==> config.mk <==
export PLATFORM = sky130hd
export DESIGN_NAME = gpio_port_block
export DESIGN_NICKNAME = d
export VERILOG_FILES = /design/src/design/gpio_port_pkg.sv /design/src/design/pin_sync.sv /design/src/design/edge_irq.sv /design/src/design/gpio_port_block.sv
export SDC_FILE = /design/constraint.sdc
export NUM_CORES = 1
export LEC_CHECK = 0
export BUFFER_PORTS_ARGS = -buffer_cell sky130_fd_sc_hd__buf_4
export CORE_MARGIN = 3
export CORE_UTILIZATION = 45
export CTS_BUF_LIST = sky130_fd_sc_hd__clkbuf_8
export CTS_CLUSTER_DIAMETER = 150
export DETAILED_ROUTE_END_ITERATION = 7
export GPL_TIMING_DRIVEN = 0
export HOLD_SLACK_MARGIN = 0.08
export MAX_ROUTING_LAYER = met4
export PLACE_DENSITY = 0.65
export SLEW_MARGIN = 0
export SYNTH_ARGS = -nofsm -noshare
export SYNTH_HDL_FRONTEND = slang
export SYNTH_HIERARCHICAL = 1
export SYNTH_SLANG_ARGS = --single-unit
==> constraint.sdc <==
create_clock -name clk_sys -period 2.6 [get_ports clk_sys]
set_input_delay 0.65 -clock clk_sys [delete_from_list [all_inputs] [get_ports clk_sys]]
set_output_delay 0.65 -clock clk_sys [all_outputs]
set_load 0.02 [all_outputs]
==> src/design/gpio_port_pkg.sv <==
// Purpose: Shared constants for the three-port GPIO block
// Assumes: 24 pins, pin n of port p sits at index 8*p+n
// Notes: Register word index times four gives the AXI byte address
package gpio_port_pkg;
    // Pin count and register word width
    localparam int NUM_PINS = 24;
    localparam int REG_W = 8;
    // Register word indices
    localparam logic [5:0] IDX_PORT0_DATA = 6'h00;
    localparam logic [5:0] IDX_PORT1_DATA = 6'h01;
    localparam logic [5:0] IDX_PORT2_DATA = 6'h02;
    localparam logic [5:0] IDX_FUNC_CTRL = 6'h08;
    localparam logic [5:0] IDX_CFG_BASE = 6'h20;
    localparam logic [5:0] IDX_CFG_LAST = 6'h37;
    // Reset values
    localparam logic [7:0] DATA_RESET = 8'h00;
    localparam logic [7:0] CFG_RESET = 8'h00;
    localparam logic [7:0] FUNC_RESET = 8'h00;
    // Implemented data bits of port 2
    localparam logic [7:0] PORT2_MASK = 8'h03;
    // Per-pin configuration fields
    localparam int CFG_OUT_EN = 0;
    localparam int CFG_PULL_UP = 1;
    localparam int CFG_FLOAT_HIGH = 2;
    localparam int CFG_STRONG_SINK = 3;
    localparam int CFG_TTL = 4;
    localparam int CFG_ACT_LOW = 5;
    localparam int CFG_INT_EN = 6;
    localparam int CFG_LOW_V_DRIVE = 7;
    // Function control fields
    localparam int FN_USB_EN = 0;
    localparam int FN_USB_FORCE = 1;
    localparam int FN_REG_CLAIM = 2;
    localparam int FN_SERIAL_USE = 3;
    localparam int FN_EXT_IRQ_USE = 4;
    localparam int FN_REG_ON = 5;
    // Pins with shared functions
    localparam int PIN_EXT_ONE = 3;
    localparam int PIN_EXT_TWO = 4;
    localparam int PIN_DPLUS = 8;
    localparam int PIN_DMINUS = 9;
    localparam int PIN_REG = 10;
    localparam int PIN_SERIAL_LO = 11;
    localparam int PIN_SERIAL_HI = 14;
    localparam int PIN_SINK_LO = 11;
    localparam int PIN_SINK_HI = 15;
    localparam int PIN_PORT2_LO = 16;
    // AXI responses
    localparam logic [1:0] RESP_OKAY = 2'b00;
    localparam logic [1:0] RESP_SLVERR = 2'b10;
endpackage

==> src/design/pin_sync.sv <==
// Purpose: Two-stage synchroniser for pad inputs
// Assumes: One clock, synchronous active-high reset
// Notes: First stage feeds only the second stage
`timescale 1ns/1ns
`default_nettype none
module pin_sync #(
    parameter int WIDTH = 24
) (
    input wire logic clk_sys,              // System clock
    input wire logic reset,                // Synchronous reset
    input wire logic [WIDTH-1:0] async_in, // Raw pad levels
    output logic [WIDTH-1:0] sync_out      // Settled levels
);
    genvar i;
    generate
        for (i = 0; i < WIDTH; i++)
        begin : g_bit
            logic meta_reg;
            logic stable_reg;
            // Two flops per bit keep metastability off the read path
            always_ff @(posedge clk_sys)
            begin
                if (reset)
                begin
                    meta_reg <= 1'b0;
                    stable_reg <= 1'b0;
                end
                else
                begin
                    meta_reg <= async_in[i];
                    stable_reg <= meta_reg;
                end
            end
            assign sync_out[i] = stable_reg;
        end
    endgenerate
endmodule // pin_sync
`default_nettype wire

==> src/design/edge_irq.sv <==
// Purpose: Edge-triggered interrupt pulses per source
// Assumes: Inputs already synchronised to clk_sys
// Notes: A source fires once per inactive-to-active change
`timescale 1ns/1ns
`default_nettype none
module edge_irq #(
    parameter int WIDTH = 24
) (
    input wire logic clk_sys,             // System clock
    input wire logic reset,               // Synchronous reset
    input wire logic [WIDTH-1:0] level,   // Synchronised level
    input wire logic [WIDTH-1:0] enable,  // Interrupt allowed
    input wire logic [WIDTH-1:0] act_low, // Falling edge select
    output logic [WIDTH-1:0] active,      // Enabled and at trigger level
    output logic [WIDTH-1:0] pulse        // One-cycle interrupt
);
    logic [WIDTH-1:0] prev_reg;

    // Active level is the level reached by the chosen edge
    assign active = enable & (level ^ act_low); // see R3

    // Remember last active state; toggling act_low can fake an edge
    always_ff @(posedge clk_sys)
    begin
        if (reset)
            prev_reg <= '0;
        else
            prev_reg <= active;
    end

    // Pulse only on the rise of the active state
    always_ff @(posedge clk_sys)
    begin
        if (reset)
            pulse <= '0;
        else
            pulse <= active & ~prev_reg;
    end
endmodule // edge_irq
`default_nettype wire

==> src/design/gpio_port_block.sv <==
// Purpose: Three-port GPIO with per-pin config and shared pin functions
// Assumes: AXI4-Lite slave, clk_sys at 125 MHz, synchronous reset
// Notes: Pad drive outputs are registered, one cycle after a write
// What this block does
// Data write sets level on enabled outputs
// Data read returns sampled pin levels
// Interrupt allow bit gates pin interrupt
// Edge triggered; shared interrupt needs all inactive
// Polarity bit selects falling or rising edge
// Driven output can self-generate its interrupt
// Threshold bit selects TTL or CMOS input
// Strong sink only on port1 pins 7..3
// Float-high: one floats, zero drives low
// Float-high clear drives both levels
// Pull-up bit connects pull-up resistor
// Output enable bit turns driver on
// Claimed shared pins leave GPIO control
// Low-voltage drive sources high from regulator
// Software enables regulator separately
// USB mode turns pins into D- D+
// Line override lets data bits set lines
// Port1 pins 6..3 serve serial peripheral
// Port0 pins 4,3 feed external interrupts
// Port2 implements only data bits 1,0
// Software disables interrupt before reconfiguring polarity
// Port1 pin 0 is open-drain only
// Pin inputs pass two-stage synchroniser
//
// The implementer's own choice: the AXI4-Lite register port.
`timescale 1ns/1ns
`default_nettype none
module gpio_port_block #(
    parameter int ADDR_W = 8
) (
    input wire logic clk_sys,                  // System clock
    input wire logic reset,                    // Sync reset
    input wire logic [ADDR_W-1:0] s_axi_awaddr, // Write address
    input wire logic s_axi_awvalid,            // Write address valid
    output logic s_axi_awready,                // Write address ready
    input wire logic [31:0] s_axi_wdata,       // Write data
    input wire logic [3:0] s_axi_wstrb,        // Write byte strobes
    input wire logic s_axi_wvalid,             // Write data valid
    output logic s_axi_wready,                 // Write data ready
    output logic [1:0] s_axi_bresp,            // Write response
    output logic s_axi_bvalid,                 // Write response valid
    input wire logic s_axi_bready,             // Write response ready
    input wire logic [ADDR_W-1:0] s_axi_araddr, // Read address
    input wire logic s_axi_arvalid,            // Read address valid
    output logic s_axi_arready,                // Read address ready
    output logic [31:0] s_axi_rdata,           // Read data
    output logic [1:0] s_axi_rresp,            // Read response
    output logic s_axi_rvalid,                 // Read data valid
    input wire logic s_axi_rready,             // Read data ready
    input wire logic [23:0] pin_in,            // Pad input levels
    output logic [23:0] pin_out,               // Pad output levels
    output logic [23:0] pin_oe,                // Pad driver enables
    output logic [23:0] pull_up_en,            // Pull-up connect
    output logic [23:0] ttl_sel,               // TTL threshold
    output logic [23:0] strong_sink,           // High-current sink select
    output logic [23:0] high_from_regulator,   // Rail-sourced high
    output logic [23:0] gpio_irq,              // Per-pin interrupt pulses
    output logic port2_irq,                    // Port 2 interrupt
    output logic ext_irq_one,                  // Ext interrupt one
    output logic ext_irq_two,                  // Ext interrupt two
    output logic regulator_pin_claim,          // Regulator owns its pin
    output logic regulator_on,                 // Regulator enable
    output logic usb_mode,                     // USB owns D+ D-
    input wire logic [1:0] usb_line_out,       // USB drive, bit0 D+
    input wire logic [1:0] usb_line_oe,        // USB core enables
    output logic [1:0] usb_line_in,            // Synced D+ D- levels
    input wire logic [3:0] serial_out,         // Serial unit drive
    input wire logic [3:0] serial_oe,          // Serial unit enables
    output logic serial_data_in_pin            // Synced serial data-in pad
);
    localparam int N = gpio_port_pkg::NUM_PINS;

    logic [23:0] data_reg;
    logic [7:0] cfg_reg [0:N-1];
    logic [7:0] func_reg;
    logic [23:0] pin_sync_lvl;
    logic [23:0] out_next;
    logic [23:0] oe_next;
    logic [23:0] int_en;
    logic [23:0] int_low;
    logic [23:0] pin_active;
    logic [23:0] pin_pulse;
    logic [0:0] group_pulse;
    logic [0:0] group_active;
    logic [0:0] group_level;
    // AXI write side holding state
    logic aw_held_reg;
    logic w_held_reg;
    logic [5:0] wr_idx_reg;
    logic [7:0] wr_data_reg;
    logic wr_lane_reg;
    logic [5:0] rd_idx;
    logic wr_fire;
    logic wr_hit;
    logic rd_hit;
    logic [7:0] rd_byte;

    // Pads settle through two flops before any use
    pin_sync #(
        .WIDTH(N)
    ) u_sync (
        .clk_sys(clk_sys),
        .reset(reset),
        .async_in(pin_in),
        .sync_out(pin_sync_lvl)
    );

    // Channel ready while nothing of its kind is held
    assign s_axi_awready = !aw_held_reg && !s_axi_bvalid;
    assign s_axi_wready = !w_held_reg && !s_axi_bvalid;
    assign s_axi_arready = !s_axi_rvalid;
    assign wr_fire = aw_held_reg && w_held_reg && !s_axi_bvalid;
    assign wr_hit = (wr_idx_reg <= gpio_port_pkg::IDX_PORT2_DATA)
        || (wr_idx_reg == gpio_port_pkg::IDX_FUNC_CTRL)
        || (wr_idx_reg >= gpio_port_pkg::IDX_CFG_BASE
            && wr_idx_reg <= gpio_port_pkg::IDX_CFG_LAST);
    assign rd_idx = s_axi_araddr[7:2];

    // Address and data latch independently, in either order
    always_ff @(posedge clk_sys)
    begin
        if (reset)
        begin
            aw_held_reg <= 1'b0;
            w_held_reg <= 1'b0;
            wr_idx_reg <= '0;
            wr_data_reg <= '0;
            wr_lane_reg <= 1'b0;
        end
        else
        begin
            if (s_axi_awvalid && s_axi_awready)
            begin
                aw_held_reg <= 1'b1;
                wr_idx_reg <= s_axi_awaddr[7:2];
            end
            else if (wr_fire)
                aw_held_reg <= 1'b0;
            if (s_axi_wvalid && s_axi_wready)
            begin
                w_held_reg <= 1'b1;
                wr_data_reg <= s_axi_wdata[7:0];
                wr_lane_reg <= s_axi_wstrb[0];
            end
            else if (wr_fire)
                w_held_reg <= 1'b0;
        end
    end

    // Write response rises on the same edge as the register update
    always_ff @(posedge clk_sys)
    begin
        if (reset)
        begin
            s_axi_bvalid <= 1'b0;
            s_axi_bresp <= gpio_port_pkg::RESP_OKAY;
        end
        else if (wr_fire)
        begin
            s_axi_bvalid <= 1'b1;
            s_axi_bresp <= wr_hit ? gpio_port_pkg::RESP_OKAY : gpio_port_pkg::RESP_SLVERR;
        end
        else if (s_axi_bready)
            s_axi_bvalid <= 1'b0;
    end

    // Data registers; only lane 0 carries the 8-bit word
    always_ff @(posedge clk_sys)
    begin
        if (reset)
            data_reg <= {3{gpio_port_pkg::DATA_RESET}};
        else if (wr_fire && wr_lane_reg)
        begin
            case (wr_idx_reg)
                gpio_port_pkg::IDX_PORT0_DATA: data_reg[7:0] <= wr_data_reg;
                gpio_port_pkg::IDX_PORT1_DATA: data_reg[15:8] <= wr_data_reg;
                gpio_port_pkg::IDX_PORT2_DATA:
                    data_reg[23:16] <= wr_data_reg & gpio_port_pkg::PORT2_MASK;
                default: data_reg <= data_reg;
            endcase
        end
    end

    // Function control: USB, override, regulator, serial, ext interrupts
    always_ff @(posedge clk_sys)
    begin
        if (reset)
            func_reg <= gpio_port_pkg::FUNC_RESET;
        else if (wr_fire && wr_lane_reg && wr_idx_reg == gpio_port_pkg::IDX_FUNC_CTRL)
            func_reg <= wr_data_reg;
    end

    // Read data comes from the synchronised pads, not from data_reg
    always_comb
    begin
        rd_hit = 1'b1;
        rd_byte = 8'h00;
        if (rd_idx == gpio_port_pkg::IDX_PORT0_DATA)
            rd_byte = pin_sync_lvl[7:0];
        else if (rd_idx == gpio_port_pkg::IDX_PORT1_DATA)
            rd_byte = pin_sync_lvl[15:8];
        else if (rd_idx == gpio_port_pkg::IDX_PORT2_DATA)
            rd_byte = pin_sync_lvl[23:16] & gpio_port_pkg::PORT2_MASK; // see R2
        else if (rd_idx == gpio_port_pkg::IDX_FUNC_CTRL)
            rd_byte = func_reg;
        else if (rd_idx >= gpio_port_pkg::IDX_CFG_BASE && rd_idx <= gpio_port_pkg::IDX_CFG_LAST)
            rd_byte = cfg_reg[5'(rd_idx - gpio_port_pkg::IDX_CFG_BASE)];
        else
            rd_hit = 1'b0;
    end

    // Read answer one cycle after the address is taken
    always_ff @(posedge clk_sys)
    begin
        if (reset)
        begin
            s_axi_rvalid <= 1'b0;
            s_axi_rdata <= '0;
            s_axi_rresp <= gpio_port_pkg::RESP_OKAY;
        end
        else if (s_axi_arvalid && s_axi_arready)
        begin
            s_axi_rvalid <= 1'b1;
            s_axi_rdata <= {24'h000000, rd_byte};
            s_axi_rresp <= rd_hit ? gpio_port_pkg::RESP_OKAY : gpio_port_pkg::RESP_SLVERR;
        end
        else if (s_axi_rready)
            s_axi_rvalid <= 1'b0;
    end

    // Function bits go straight out
    assign usb_mode = func_reg[gpio_port_pkg::FN_USB_EN];
    assign regulator_pin_claim = func_reg[gpio_port_pkg::FN_REG_CLAIM];
    assign regulator_on = func_reg[gpio_port_pkg::FN_REG_ON];
    assign usb_line_in = pin_sync_lvl[gpio_port_pkg::PIN_DMINUS:gpio_port_pkg::PIN_DPLUS];
    assign serial_data_in_pin = pin_sync_lvl[gpio_port_pkg::PIN_SERIAL_HI];

    genvar i;
    generate
        for (i = 0; i < N; i++)
        begin : g_pin
            localparam bit IS_DP = (i == gpio_port_pkg::PIN_DPLUS);
            localparam bit IS_USB = IS_DP || (i == gpio_port_pkg::PIN_DMINUS);
            localparam bit IS_REG = (i == gpio_port_pkg::PIN_REG);
            localparam bit IS_SER = (i >= gpio_port_pkg::PIN_SERIAL_LO)
                && (i <= gpio_port_pkg::PIN_SERIAL_HI);
            localparam bit IS_SINK = (i >= gpio_port_pkg::PIN_SINK_LO)
                && (i <= gpio_port_pkg::PIN_SINK_HI);
            localparam bit IS_GONE = (i >= gpio_port_pkg::PIN_PORT2_LO + 2);
            localparam int SER_K = IS_SER ? i - gpio_port_pkg::PIN_SERIAL_LO : 0;
            localparam int USB_K = IS_USB ? i - gpio_port_pkg::PIN_DPLUS : 0;
            logic [7:0] cfg;
            logic float_mode;
            logic gpio_out;
            logic gpio_oe;

            // Per-pin configuration word
            always_ff @(posedge clk_sys)
            begin
                if (reset)
                    cfg_reg[i] <= gpio_port_pkg::CFG_RESET;
                else if (wr_fire && wr_lane_reg
                    && wr_idx_reg == 6'(gpio_port_pkg::IDX_CFG_BASE + 6'(i)))
                    cfg_reg[i] <= wr_data_reg;
            end
            assign cfg = cfg_reg[i];

            // Outside USB mode D+ can only pull low, whatever the float bit says
            assign float_mode = cfg[gpio_port_pkg::CFG_FLOAT_HIGH] || IS_DP;
            // Float mode drives only zeros; else both levels
            assign gpio_out = float_mode ? 1'b0 : data_reg[i]; // see R9
            assign gpio_oe = cfg[gpio_port_pkg::CFG_OUT_EN]
                && !(float_mode && data_reg[i]); // see R12

            // Shared functions own the pad first
            always_comb
            begin
                out_next[i] = gpio_out;
                oe_next[i] = gpio_oe;
                if (IS_GONE)
                begin
                    out_next[i] = 1'b0;
                    oe_next[i] = 1'b0;
                end
                else if (IS_USB && func_reg[gpio_port_pkg::FN_USB_EN])
                begin
                    if (func_reg[gpio_port_pkg::FN_USB_FORCE])
                    begin
                        out_next[i] = data_reg[i];
                        oe_next[i] = 1'b1;
                    end
                    else
                    begin
                        out_next[i] = usb_line_out[USB_K];
                        oe_next[i] = usb_line_oe[USB_K];
                    end
                end
                else if (IS_SER && func_reg[gpio_port_pkg::FN_SERIAL_USE])
                begin
                    out_next[i] = serial_out[SER_K];
                    oe_next[i] = serial_oe[SER_K];
                end
                else if (IS_REG && func_reg[gpio_port_pkg::FN_REG_CLAIM])
                begin
                    out_next[i] = 1'b0;
                    oe_next[i] = 1'b0;
                end
            end

            // Static pad controls; USB mode masks pull-up on D+ D-
            always_ff @(posedge clk_sys)
            begin
                if (reset)
                begin
                    pull_up_en[i] <= 1'b0;
                    ttl_sel[i] <= 1'b0;
                    strong_sink[i] <= 1'b0;
                    high_from_regulator[i] <= 1'b0;
                end
                else
                begin
                    pull_up_en[i] <= cfg[gpio_port_pkg::CFG_PULL_UP] && !IS_GONE
                        && !(IS_USB && func_reg[gpio_port_pkg::FN_USB_EN]);
                    ttl_sel[i] <= cfg[gpio_port_pkg::CFG_TTL];
                    strong_sink[i] <= cfg[gpio_port_pkg::CFG_STRONG_SINK] && IS_SINK;
                    high_from_regulator[i] <= cfg[gpio_port_pkg::CFG_LOW_V_DRIVE]
                        && IS_SER;
                end
            end

            // Unbuilt port 2 pins never fire
            assign int_en[i] = cfg[gpio_port_pkg::CFG_INT_EN] && !IS_GONE;
            assign int_low[i] = cfg[gpio_port_pkg::CFG_ACT_LOW];
        end
    endgenerate

    // Registered pad drive keeps glitches off the pins
    always_ff @(posedge clk_sys)
    begin
        if (reset)
        begin
            pin_out <= '0;
            pin_oe <= '0;
        end
        else
        begin
            pin_out <= out_next;
            pin_oe <= oe_next;
        end
    end

    // Driven pads read back, so firmware can self-interrupt
    edge_irq #(
        .WIDTH(N)
    ) u_pin_irq (
        .clk_sys(clk_sys),
        .reset(reset),
        .level(pin_sync_lvl),
        .enable(int_en),
        .act_low(int_low),
        .active(pin_active),
        .pulse(pin_pulse)
    );

    // Shared port 2 interrupt rearms once all pins are inactive
    assign group_level[0] = |pin_active[23:16];
    edge_irq #(
        .WIDTH(1)
    ) u_group_irq (
        .clk_sys(clk_sys),
        .reset(reset),
        .level(group_level),
        .enable(1'b1),
        .act_low(1'b0),
        .active(group_active),
        .pulse(group_pulse)
    );
    assign port2_irq = group_pulse[0];

    // Pins 3 and 4 feed dedicated vectors when routed there
    always_comb
    begin
        gpio_irq = pin_pulse;
        gpio_irq[23:16] = 8'h00;
        ext_irq_one = 1'b0;
        ext_irq_two = 1'b0;
        if (func_reg[gpio_port_pkg::FN_EXT_IRQ_USE])
        begin
            ext_irq_one = pin_pulse[gpio_port_pkg::PIN_EXT_ONE];
            ext_irq_two = pin_pulse[gpio_port_pkg::PIN_EXT_TWO];
            gpio_irq[gpio_port_pkg::PIN_EXT_ONE] = 1'b0;
            gpio_irq[gpio_port_pkg::PIN_EXT_TWO] = 1'b0;
        end
    end
endmodule // gpio_port_block
`default_nettype wire

Word level (Yosys, flattened, before mapping)
Memories as Yosys holds them, arrays and structs flattened.
Cells that the tools add are included.

storage, ports and cells
  memories kept = 1
  input port bits = 95
  register bits = 238
  memory bits (writable) = 192
  output and inout bits = 218

operators by class
  eq/ne operators = 30
  order comparisons = 5
  reductions and logical operators = 121
  muxes and demuxes = 140
  bitwise operators = 31
  add/sub/neg operators = 1

memories
  memory   depth  bits a word  rd ports  clocked after Yosys merged registers in  wr ports  line                   RTL
  cfg_reg  24     8            25        0                                        24        gpio_port_block.sv:78  logic [7:0] cfg_reg [0:N-1];

operators with widths
  operator               count
  $mux W8                29
  $eq A6 B6 Y1 const B   24
  $mux W1                108
  $logic_and A1 B1 Y1    72
  $reduce_or A2 Y1       13
  $and A18 B24 Y24       1
  $or A1 B1 Y1           24
  $xor A24 B24 Y24       1
  $logic_not A1 Y1       23
  $and A16 B16 Y16       1
  $not A16 Y16           1
  $eq A6 B1 Y1 const B   2
  $eq A6 B2 Y1 const B   2
  $eq A6 B4 Y1 const B   2
  $ge A6 B6 Y1 const B   2
  $le A6 B6 Y1 const B   2
  $logic_not A6 Y1       2
  $reduce_bool A2 Y1     4
  $reduce_or A8 Y1       1
  $le A6 B2 Y1 const B   1
  $mux W2                3
  $reduce_and A2 Y1      3
  $sub A5 B1 Y5 const B  1
  $reduce_or A3 Y1       1
  other kinds (3)        5

Depth between registers and ports, before layout
Gate-level depths: netlist (run 1).

  depth after elaboration = 8
  gate-level depth with buffers = 8
  depth with buffers taken out = 6

Hierarchy
The synthesis (run 1) kept the hierarchy.

by module, submodules not included
  module                   seq. area each (um2)  area an instance (um2)  cells each  times used
  gpio_port_block          8608.3                14870.5                 1281        1
  edge_irq at u_pin_irq    960.9                 1973.1                  149         1
  pin_sync                 960.9                 1485.2                  125         1
  edge_irq at u_group_irq  40.0                  77.6                    6           1

Worst setup path after synthesis (run 1)
OpenSTA, ideal clock, no wires.

  kind = reg2reg
  start point = reg s_axi_bvalid
  end point = mem cfg_reg[12][0], enable pin
  cell stages (with the launch flop) = 6
  slack = 0.395 ns
  data arrival time = 1.830 ns
  clock period less this slack = 2.205 ns
  setup time = 0.375 ns
  data required time = 2.225 ns
  cell sequence = dfxtp_1 nand4b_1 or3_1 buf_2 or2_4 o21bai_1

RTL lines
  item                      line                    RTL
  start: declaration        gpio_port_block.sv:45   output logic s_axi_bvalid,
  start signal: assignment  gpio_port_block.sv:159  s_axi_bvalid <= 1'b0;
  start signal: assignment  gpio_port_block.sv:164  s_axi_bvalid <= 1'b1;
  start signal: assignment  gpio_port_block.sv:168  s_axi_bvalid <= 1'b0;
  end: declaration          gpio_port_block.sv:78

==> results.cfg, run 1 <==
[worst_setup_path]
startpoint = reset
cp_cell_sequence = buf_4, clkbuf_1, clkbuf_1, clkbuf_1, a21o_1
path_common_cell = clkbuf_1
cp.buffers_inverters = 4
startpoint_type = input pin
r2r_start = wr_idx_reg[0]
cp_slowest_cell = a21o_1
critical-path-max-stage-delay_ns = 0.50
worstPathRequired_ns = 2.83
crit_type = in2reg
cpLargestDelayFamily = buffers and inverters
cp-end-kind = flip-flop
critPathMaxFanout = 10
arrival_ns = 2.77

[grt]
overflow = 0
track_usage_pct = 26.0
grt_max_degree = 11
grt_pass1_vias = 12100
antenna_found_initial = 0
grt_pass1_wl_mm = 77.5

[route]
num_vias = 12400
drc = 0
vias_per_cell = 5.07
drt_first_pass_iters = 7
drtIter0Drc = 1003
wl_per_cell_um = 22.0
ant_nets = 0
routed_wl_mm = 53.8

[cells_and_area]
nFillCells = 3316
largest_reg_flops = 192
drive_above_1_share_pct = 26.8
fin_area_um2 = 21700
area_growth_pct = 21.9
layoutNonFillerInstCount = 2444
final_cell_mix = buf_4, dfxtp_1, and2_1, edfxtp_1, nor2b_1
n_antenna_cell = 0
nets = 1965
final_common_cell = buf_4

[clock_network]
cts_tree = built
ctsLongestPathBuffers = 3
cts_sinks = 416
cts_resized = 3
cts_buffers = 71
cts_setup_buffers = 0
clockRootBuffer = clkbuf_8
cts_hold_buf = 0
htree_levels = 3
clk_latency_ns = 0.61
path_clk_slew_ns = 0.06

[placement]
routabilityCongestion = 0.949
dp_hpwl_mm = 38.9
io_buffers = 188
place_inst = 2315
dpl_cell_area_um2 = 20200

[status]
status = completed

[power]
ir_drop_mv = 0.422
leakagePower_uw = 0.00902
total_power_uw = 14500
power.density_nw_per_um2 = 671

[synth]
syn_area_um2 = 17800
syn_area_per_cell_um2 = 11.8
yosysWarnings = 6
synth_cells = 1511

[sta]
max_freq_mhz = 394
fin_skew_ns = 0.0331
max_slew.worst_pin.slew_ns = 1.08
setup_viol_count_final = 0
drv_slew = 0
fin_crit_ns = 2.54
rsz0062_at_grt = false
slew_headroom_pct = 27.1
fin_crit_sh_pct = 97.7
final-hold-violation-count = 0

[floorplan]
io-pin-count = 313
coreArea_um2 = 38800
placementRows = 72
die_w_um = 205
die_h_um = 205
dieArea_um2 = 41900
initial_utilization_pct = 45.8

[hold_path]
min-delay-start = pin_in[1]
hold_class = in2reg

[run]
drv_cap = 0
==> worst paths after layout <==
| path | to | slack [ns] | cells past startpoint |
|---|---|---|---|
| worst max-delay path | cfg_reg[7][6] | 0.06 | 5 |
| worst min-delay path | u_sync/g_bit[1].meta_reg | 0.26 | 2 |
| worst max register to register | cfg_reg[7][6] | 0.09 | 5 |
| worst min register to register | u_pin_irq/pulse[9] | 0.39 | 1 |
==> final cells by class <==
type                            instances  area (um^2)  share of cell area [%]
Sequential cell                       416        10200                    47.3
Buffer                                209         1370                    6.31
Multi-Input combinational cell        965         6490                    29.9
Clock inverter                         46          298                    1.37
Timing Repair Buffer                  188         1410                    6.51
Tap cell                              518          648                    2.99
Clock buffer                           83         1140                    5.27
Inverter                               19         71.3                   0.329
==> where the power goes <==
group	total, uW	switching, uW	internal (uW)
registers	7170	112	7060
logic	1430	886	549
clock network	5940	2640	3300
total	14500	3630	10900
==> per-layer routing <==
| metal | part of all wire (%) | vias up | global-route usage [%] |
|---|---|---|---|
| met5 | 0 | - | - |
| met4 | 2.5 | 0 | 8.23 |
| met3 | 8.7 | 87 | 5.24 |
| met2 | 46 | 589 | 40.2 |
| met1 | 42 | 6014 | 34.8 |
| li1 | - | 5700 | - |
==> through the flow <==
| stage | hold slack [ns] | util (%) | worst slack (ns) | TNS [ns] |
|---|---|---|---|---|
| after floorplan | 0.374 | - | 0.395 | 0 |
| after global placement | 0.382 | 52.0 | -0.646 | -77.22 |
| after detailed placement | 0.388 | 52.0 | -0.666 | -71.16 |
| after CTS | 0.220 | 55.8 | 0.000538 | 0 |
| after global routing | 0.242 | 55.8 | 0.0132 | 0 |
| final | 0.260 | 55.8 | 0.0605 | 0 |
(Power assumes the default switching activity.)
==> run 2, diff against run 1 <==
--- a/config.mk
+++ b/config.mk
@@ -14,9 +14,8 @@
 export GPL_TIMING_DRIVEN = 0
 export HOLD_SLACK_MARGIN = 0.08
 export MAX_ROUTING_LAYER = met4
-export PLACE_DENSITY = 0.65
+export PLACE_DENSITY = 0.67
 export SLEW_MARGIN = 0
 export SYNTH_ARGS = -nofsm -noshare
 export SYNTH_HDL_FRONTEND = slang
-export SYNTH_HIERARCHICAL = 1
 export SYNTH_SLANG_ARGS = --single-unit
==> run 2 against run 1 <==
Against the previous run: the run now ends with negative setup slack left; clock skew shrank 0.0014 ns; non-clock buffer count shrank 25; worst setup slack lost 0.069 ns; synthesized cell count shrank 8.7%; first-iteration DRC count shrank 3.1%; total power shrank 3.3%; hold slack lost 0.022 ns.
==> results.cfg, run 2 <==
[status]
status = finished, violations left
violations = negative setup slack

[clock_network]
path_clk_slew_ns = 0.06
cts_buffers = 68
clk_latency_ns = 0.61
cts_sinks = 404
ctsLongestPathBuffers = 3
clockRootBuffer = clkbuf_8
htree_levels = 3
cts_tree = built

[synth]
yosysMostFrequentCell = dfxtp_1
syn_area_um2 = 16800
synth-edff-count = 192
ys_seq_area_share_pct = 59.4
syn_area_per_cell_um2 = 12.2
ys_ff_latch = 404
ys_top_cells_by_area = edfxtp_1, dfxtp_1, and2_1
synth_top_cells_by_count = dfxtp_1, and2_1, edfxtp_1, nor2b_1, buf_4
synth_top_cell_by_area = edfxtp_1
yosysTopAreaCellShare_pct = 34.2
ys_types = 57
synthArstFlopShare_pct = 0
yosysWarnings = 0
synth_cells = 1380
synth_ff_type = dfxtp_1

[worst_setup_path]
worst-path-stages = 4
startpoint_type = flip-flop
crit_type = reg2reg
cp_cell_sequence = nand4b_1, nor3b_1, nand3_1, o21bai_2
r2r_setup_slack_ns = -0.009
r2r_end = cfg_reg[15][3]
critPathMaxFanout = 8
arrival_ns = 2.83
cp-end-kind = flip-flop
crit_end = cfg_reg[15][3]
cp.buffers_inverters = 0
cpLargestDelayFamily = simple AND/OR/NAND/NOR gates
critical-path-max-stage-delay_ns = 0.72
cp_slowest_cell = o21bai_2
startpoint = s_axi_bvalid
r2r_start = s_axi_bvalid
worstPathRequired_ns = 2.82
worst-r2r-cell-count = 4

[grt]
grt_pass1_wl_mm = 70.7
grt_pass1_vias = 11300
antenna_found_initial = 3
grt_max_degree = 11
overflow = 0
track_usage_pct = 25.3

[cells_and_area]
drive_above_1_share_pct = 28.4
regArea_um2 = 10000
final_common_cell = buf_4
fin_area_um2 = 20700
area_growth_pct = 22.7
nFillCells = 3125
nets = 1819
final_cell_mix = buf_4, dfxtp_1, and2_1, edfxtp_1, nor2b_1
multiInputGateArea_um2 = 6040
largest_reg_flops = 192

[floorplan]
die_w_um = 199
placementRows = 70
die_h_um = 199
coreArea_um2 = 36800
dieArea_um2 = 39800
io-pin-count = 313
initial_utilization_pct = 45.8

[sta]
fin_crit_ns = 2.61
finalSetupTns_ns = -0.0115
max_slew.worst_pin.slew_ns = 0.792
max_freq_mhz = 383
setup_ws_ns = -0.00887
fin_crit_sh_pct = 100
drv_slew = 0
slew_headroom_pct = 47.2
rsz0062_at_grt = true
final-hold-violation-count = 0
fin_skew_ns = 0.0317
setup_viol_count_final = 3

[route]
routed_wl_mm = 49.2
drc = 0
num_vias = 11600
drt_first_pass_iters = 6
drtIter0Drc = 972
wl_per_cell_um = 21.9
ant_nets = 0
vias_per_cell = 5.16

[power]
leakagePower_uw = 0.00864
total_power_uw = 14100
power.density_nw_per_um2 = 681
ir_drop_mv = 0.353

[placement]
dpl_cell_area_um2 = 19100
dp_slack_ns = -0.846
dp_hpwl_mm = 35.6
routabilityCongestion = 0.941
io_buffers = 183

[run]
drv_cap = 0

[hold_path]
hold_class = in2reg
[run 2: report_power, final]
group | switching (uW) | internal, uW | total (uW) | leakage, uW
Clock | 2600 | 3200 | 5810 | 0.000801
Sequential | 119 | 6860 | 6980 | 0.00372
Combinational | 776 | 507 | 1280 | 0.00412
[run 2: worst reg2reg max path, cell delays in order, from the launching register on]
cell and delay [ns]:
dfxtp_1 0.36, nand4b_1 0.32, nor3b_1 0.38, nand3_1 0.42, o21bai_2 0.72
[run 2: cell type report]
| cell class | instances | share of cell area, % |
|---|---|---|
| clock buffers | 87 | 5.79 |
| inverters | 21 | 0.381 |
| multi-input cells | 857 | 29.2 |
| well taps | 468 | 2.83 |
| plain buffers | 188 | 5.68 |
| diodes | 2 | 0.0242 |
| clock inverters | 35 | 0.969 |
| repair buffers | 184 | 6.68 |
| flip-flops and latches | 404 | 48.4 |
[run 2: how the worst min path moves through the flow]
stage | from | to | slack (ns) | depth (start not counted)
3_3_place_gp | u_pin_irq.prev_reg[14] | u_pin_irq.pulse[14] | 0.37 | 1
3_5_place_dp | u_pin_irq.prev_reg[10] | u_pin_irq.pulse[10] | 0.37 | 1
6_report | s_axi_rready | s_axi_rvalid | 0.24 | 2
5_1_grt | s_axi_rready | s_axi_rvalid | 0.22 | 2
2_1_floorplan | u_pin_irq.prev_reg[0] | u_pin_irq.pulse[0] | 0.37 | 1
4_1_cts | s_axi_rready | s_axi_rvalid | 0.20 | 2
[run 2: per-stage QoR]
stage | cells | utilization (%) | hold slack [ns]
floorplan | 1470 | - | 0.367
global placement | 2121 | 52.0 | 0.372
detailed placement | 2121 | 52.0 | 0.375
CTS | 2243 | 56.0 | 0.201
global route | 2245 | 56.2 | 0.216
finish | 2246 | 56.2 | 0.238
[run 2: cells by family after synthesis]
logic type,Yosys count,share of synthesized area [%]
AOI/OAI and AO/OA,121,4.90
xor gates and xnor gates,18,0.936
adders and majority gates,2,0.119
buffers and inverters,209,7.41
DFF,404,59.4
muxes,89,8.88
other,1,0.0223
and+or+nand+nor,536,18.3
[run 2: per-layer routing]
layer / vias to the layer above / share of wire, % / global-route usage (%)
met1: 5570 / 43 / 35.0
met2: 639 / 45 / 37.4
li1: 5286 / - / -
met5: - / 0 / -
met4: 0 / 3.3 / 9.77
met3: 100 / 9.5 / 4.50
[run 2: what timing repair did]
| action | in CTS | in global routing |
|---|---|---|
| cloned | 0 | 0 |
| setup endpoints to repair | 133 | 126 |
| hold buffers | 0 | 0 |
| pin swaps | 0 | 1 |
| gates resized for setup | 14 | 18 |
| setup buffers | 0 | 1 |
==> run 3, diff against run 2 <==
--- a/config.mk
+++ b/config.mk
@@ -15,7 +15,9 @@
 export HOLD_SLACK_MARGIN = 0.08
 export MAX_ROUTING_LAYER = met4
 export PLACE_DENSITY = 0.67
+export SKIP_LAST_GASP = 1
 export SLEW_MARGIN = 0
 export SYNTH_ARGS = -nofsm -noshare
 export SYNTH_HDL_FRONTEND = slang
 export SYNTH_SLANG_ARGS = --single-unit
+export TNS_END_PERCENT = 1
==> run 3 against run 2 <==
Against the previous run: the flow still finishes with violations (negative setup slack); global-route usage about the same; first-iteration DRC count rose by 16%; sequential share of layout area increased by 0.24 points; worst setup slack worse by 0.22 ns; cell area decreased by 0.48%; die area unchanged; hold slack got worse by 0.0036 ns; highest routed layer unchanged.
==> results.cfg, run 3 (synthesized netlist as in run 2, its figures left out) <==
[worst_setup_path]
r2r_setup_slack_ns = -0.19
r2r_end = cfg_reg[11][7]
crit_type = in2reg
startpoint_type = input pin
arrival_ns = 3.05
critPathMaxFanout = 10
worst-r2r-cell-count = 4
cp_cell_sequence = buf_4, clkbuf_1, clkbuf_1, buf_1, o21bai_1
crit_end = cfg_reg[20][4]
r2r_start = s_axi_bvalid
cp_slowest_cell = clkbuf_1
path_common_cell = clkbuf_1
cp-end-kind = flip-flop
worstPathRequired_ns = 2.82
startpoint = reset
critical-path-max-stage-delay_ns = 0.62

[clock_network]
clockRootBuffer = clkbuf_8
cts_hold_buf = 0
ctsLongestPathBuffers = 3
path_clk_slew_ns = 0.06
cts_sinks = 404
cts_tree = built
cts_setup_buffers = 0
clk_latency_ns = 0.62
cts_buffers = 68
htree_levels = 3

[floorplan]
placementRows = 70
dieArea_um2 = 39800
initial_utilization_pct = 45.8
coreArea_um2 = 36800
die_w_um = 199
io-pin-count = 313
die_h_um = 199

[cells_and_area]
final_cell_mix = buf_4, dfxtp_1, and2_1, edfxtp_1, nor2b_1
largest_reg_flops = 192
drive_above_1_share_pct = 27.1
fin_area_um2 = 20600
nFillCells = 3129
final_common_cell = buf_4
area_growth_pct = 22.1
nets = 1818

[status]
violations = negative setup slack
status = finished, violations left

[route]
drc = 0
ant_nets = 0
drt_first_pass_iters = 6
wl_per_cell_um = 21.9
num_vias = 11600
routed_wl_mm = 49.2
drtIter0Drc = 1130
vias_per_cell = 5.15

[sta]
rsz0062_at_grt = true
setup_ws_ns = -0.224
fin_crit_sh_pct = 109
fin_skew_ns = 0.0328
max_slew.worst_pin.slew_ns = 1.10
fin_crit_ns = 2.82
finalSetupTns_ns = -14.08
drv_slew = 0
timing.hold.ws_ns = 0.235
max_freq_mhz = 354
setup_viol_count_final = 180
slew_headroom_pct = 26.4
final-hold-violation-count = 0

[grt]
grt_max_degree = 11
antenna_found_initial = 3
overflow = 0
track_usage_pct = 25.3
grt_pass1_vias = 11300
grt_pass1_wl_mm = 70.8

[power]
leakagePower_uw = 0.00859
total_power_uw = 14100
power.density_nw_per_um2 = 684
ir_drop_mv = 0.351

[placement]
io_buffers = 183
dp_slack_ns = -0.846
dp_hpwl_mm = 35.6
routabilityCongestion = 0.941
dpl_cell_area_um2 = 19100

[hold_path]
hold_class = in2reg
min-delay-start = s_axi_rready

[run]
drv_cap = 0
[run 3: cell types whose count changed in the layout (fill, tap and decap cells not counted)]
cell / change
o21bai_1: +13
o21bai_2: -10
nor2_1: +7
nor2_2: -7
o21bai_4: -3
buf_1: +2
clkbuf_2: -2
buf_2: -1
buf_4: -1
clkbuf_1: +1
[run 3: layout make-up]
type,count,area [um^2],share of cell area (%)
flip-flops and latches,404,10000,48.7
multi-input cells,857,5950,28.9
repair buffers,183,1370,6.68
clock buffers,87,1200,5.82
plain buffers,188,1170,5.69
well taps,468,586,2.85
clock inverters,35,200,0.973
inverters,21,78.8,0.383
diodes,2,5.00,0.0243
[run 3: how the worst min path moves through the flow]
| stage | endpoint | depth (start not counted) |
|---|---|---|
| 2_1_floorplan | u_pin_irq.pulse[0] | 1 |
| 3_3_place_gp | u_pin_irq.pulse[14] | 1 |
| 3_5_place_dp | u_pin_irq.pulse[10] | 1 |
| 4_1_cts | s_axi_rvalid | 2 |
| 5_1_grt | s_axi_rvalid | 2 |
| 6_report | s_axi_rvalid | 2 |
[run 3: where the power goes]
part | internal, uW | switching, uW | total (uW)
registers | 6860 | 119 | 6980
logic | 500 | 770 | 1270
clock network | 3200 | 2620 | 5820
[run 3: worst max-delay path, delay by kind of cell]
kind / cells / cell delay (ns)
AO/OA/AOI/OAI: 1 / 0.57
buffers and inverters: 4 / 1.81
[run 3: layer usage]
| metal | vias up | wire length (um) | track usage [%] |
|---|---|---|---|
| met1 | 5556 | 21400 | 35.1 |
| met3 | 92 | 4300 | 4.62 |
| met4 | 0 | 1400 | 9.36 |
| met2 | 632 | 22100 | 37.6 |
| met5 | - | 0 | - |
| li1 | 5273 | - | - |
[run 3: what timing repair did]
| action | 4_1_cts | 5_1_grt |
|---|---|---|
| endpoints found under the hold margin | 0 | 0 |
| gates resized for setup | 1 | 5 |
| pin swaps | 0 | 1 |
| setup endpoints to repair | 133 | 248 |
[run 3: through the flow]
stage / util [%] / cells
6_report: 55.9 / 2245
5_1_grt: 55.9 / 2244
4_1_cts: 55.8 / 2243
3_5_place_dp: 52.0 / 2121
3_3_place_gp: 52.0 / 2121
2_1_floorplan: - / 1470
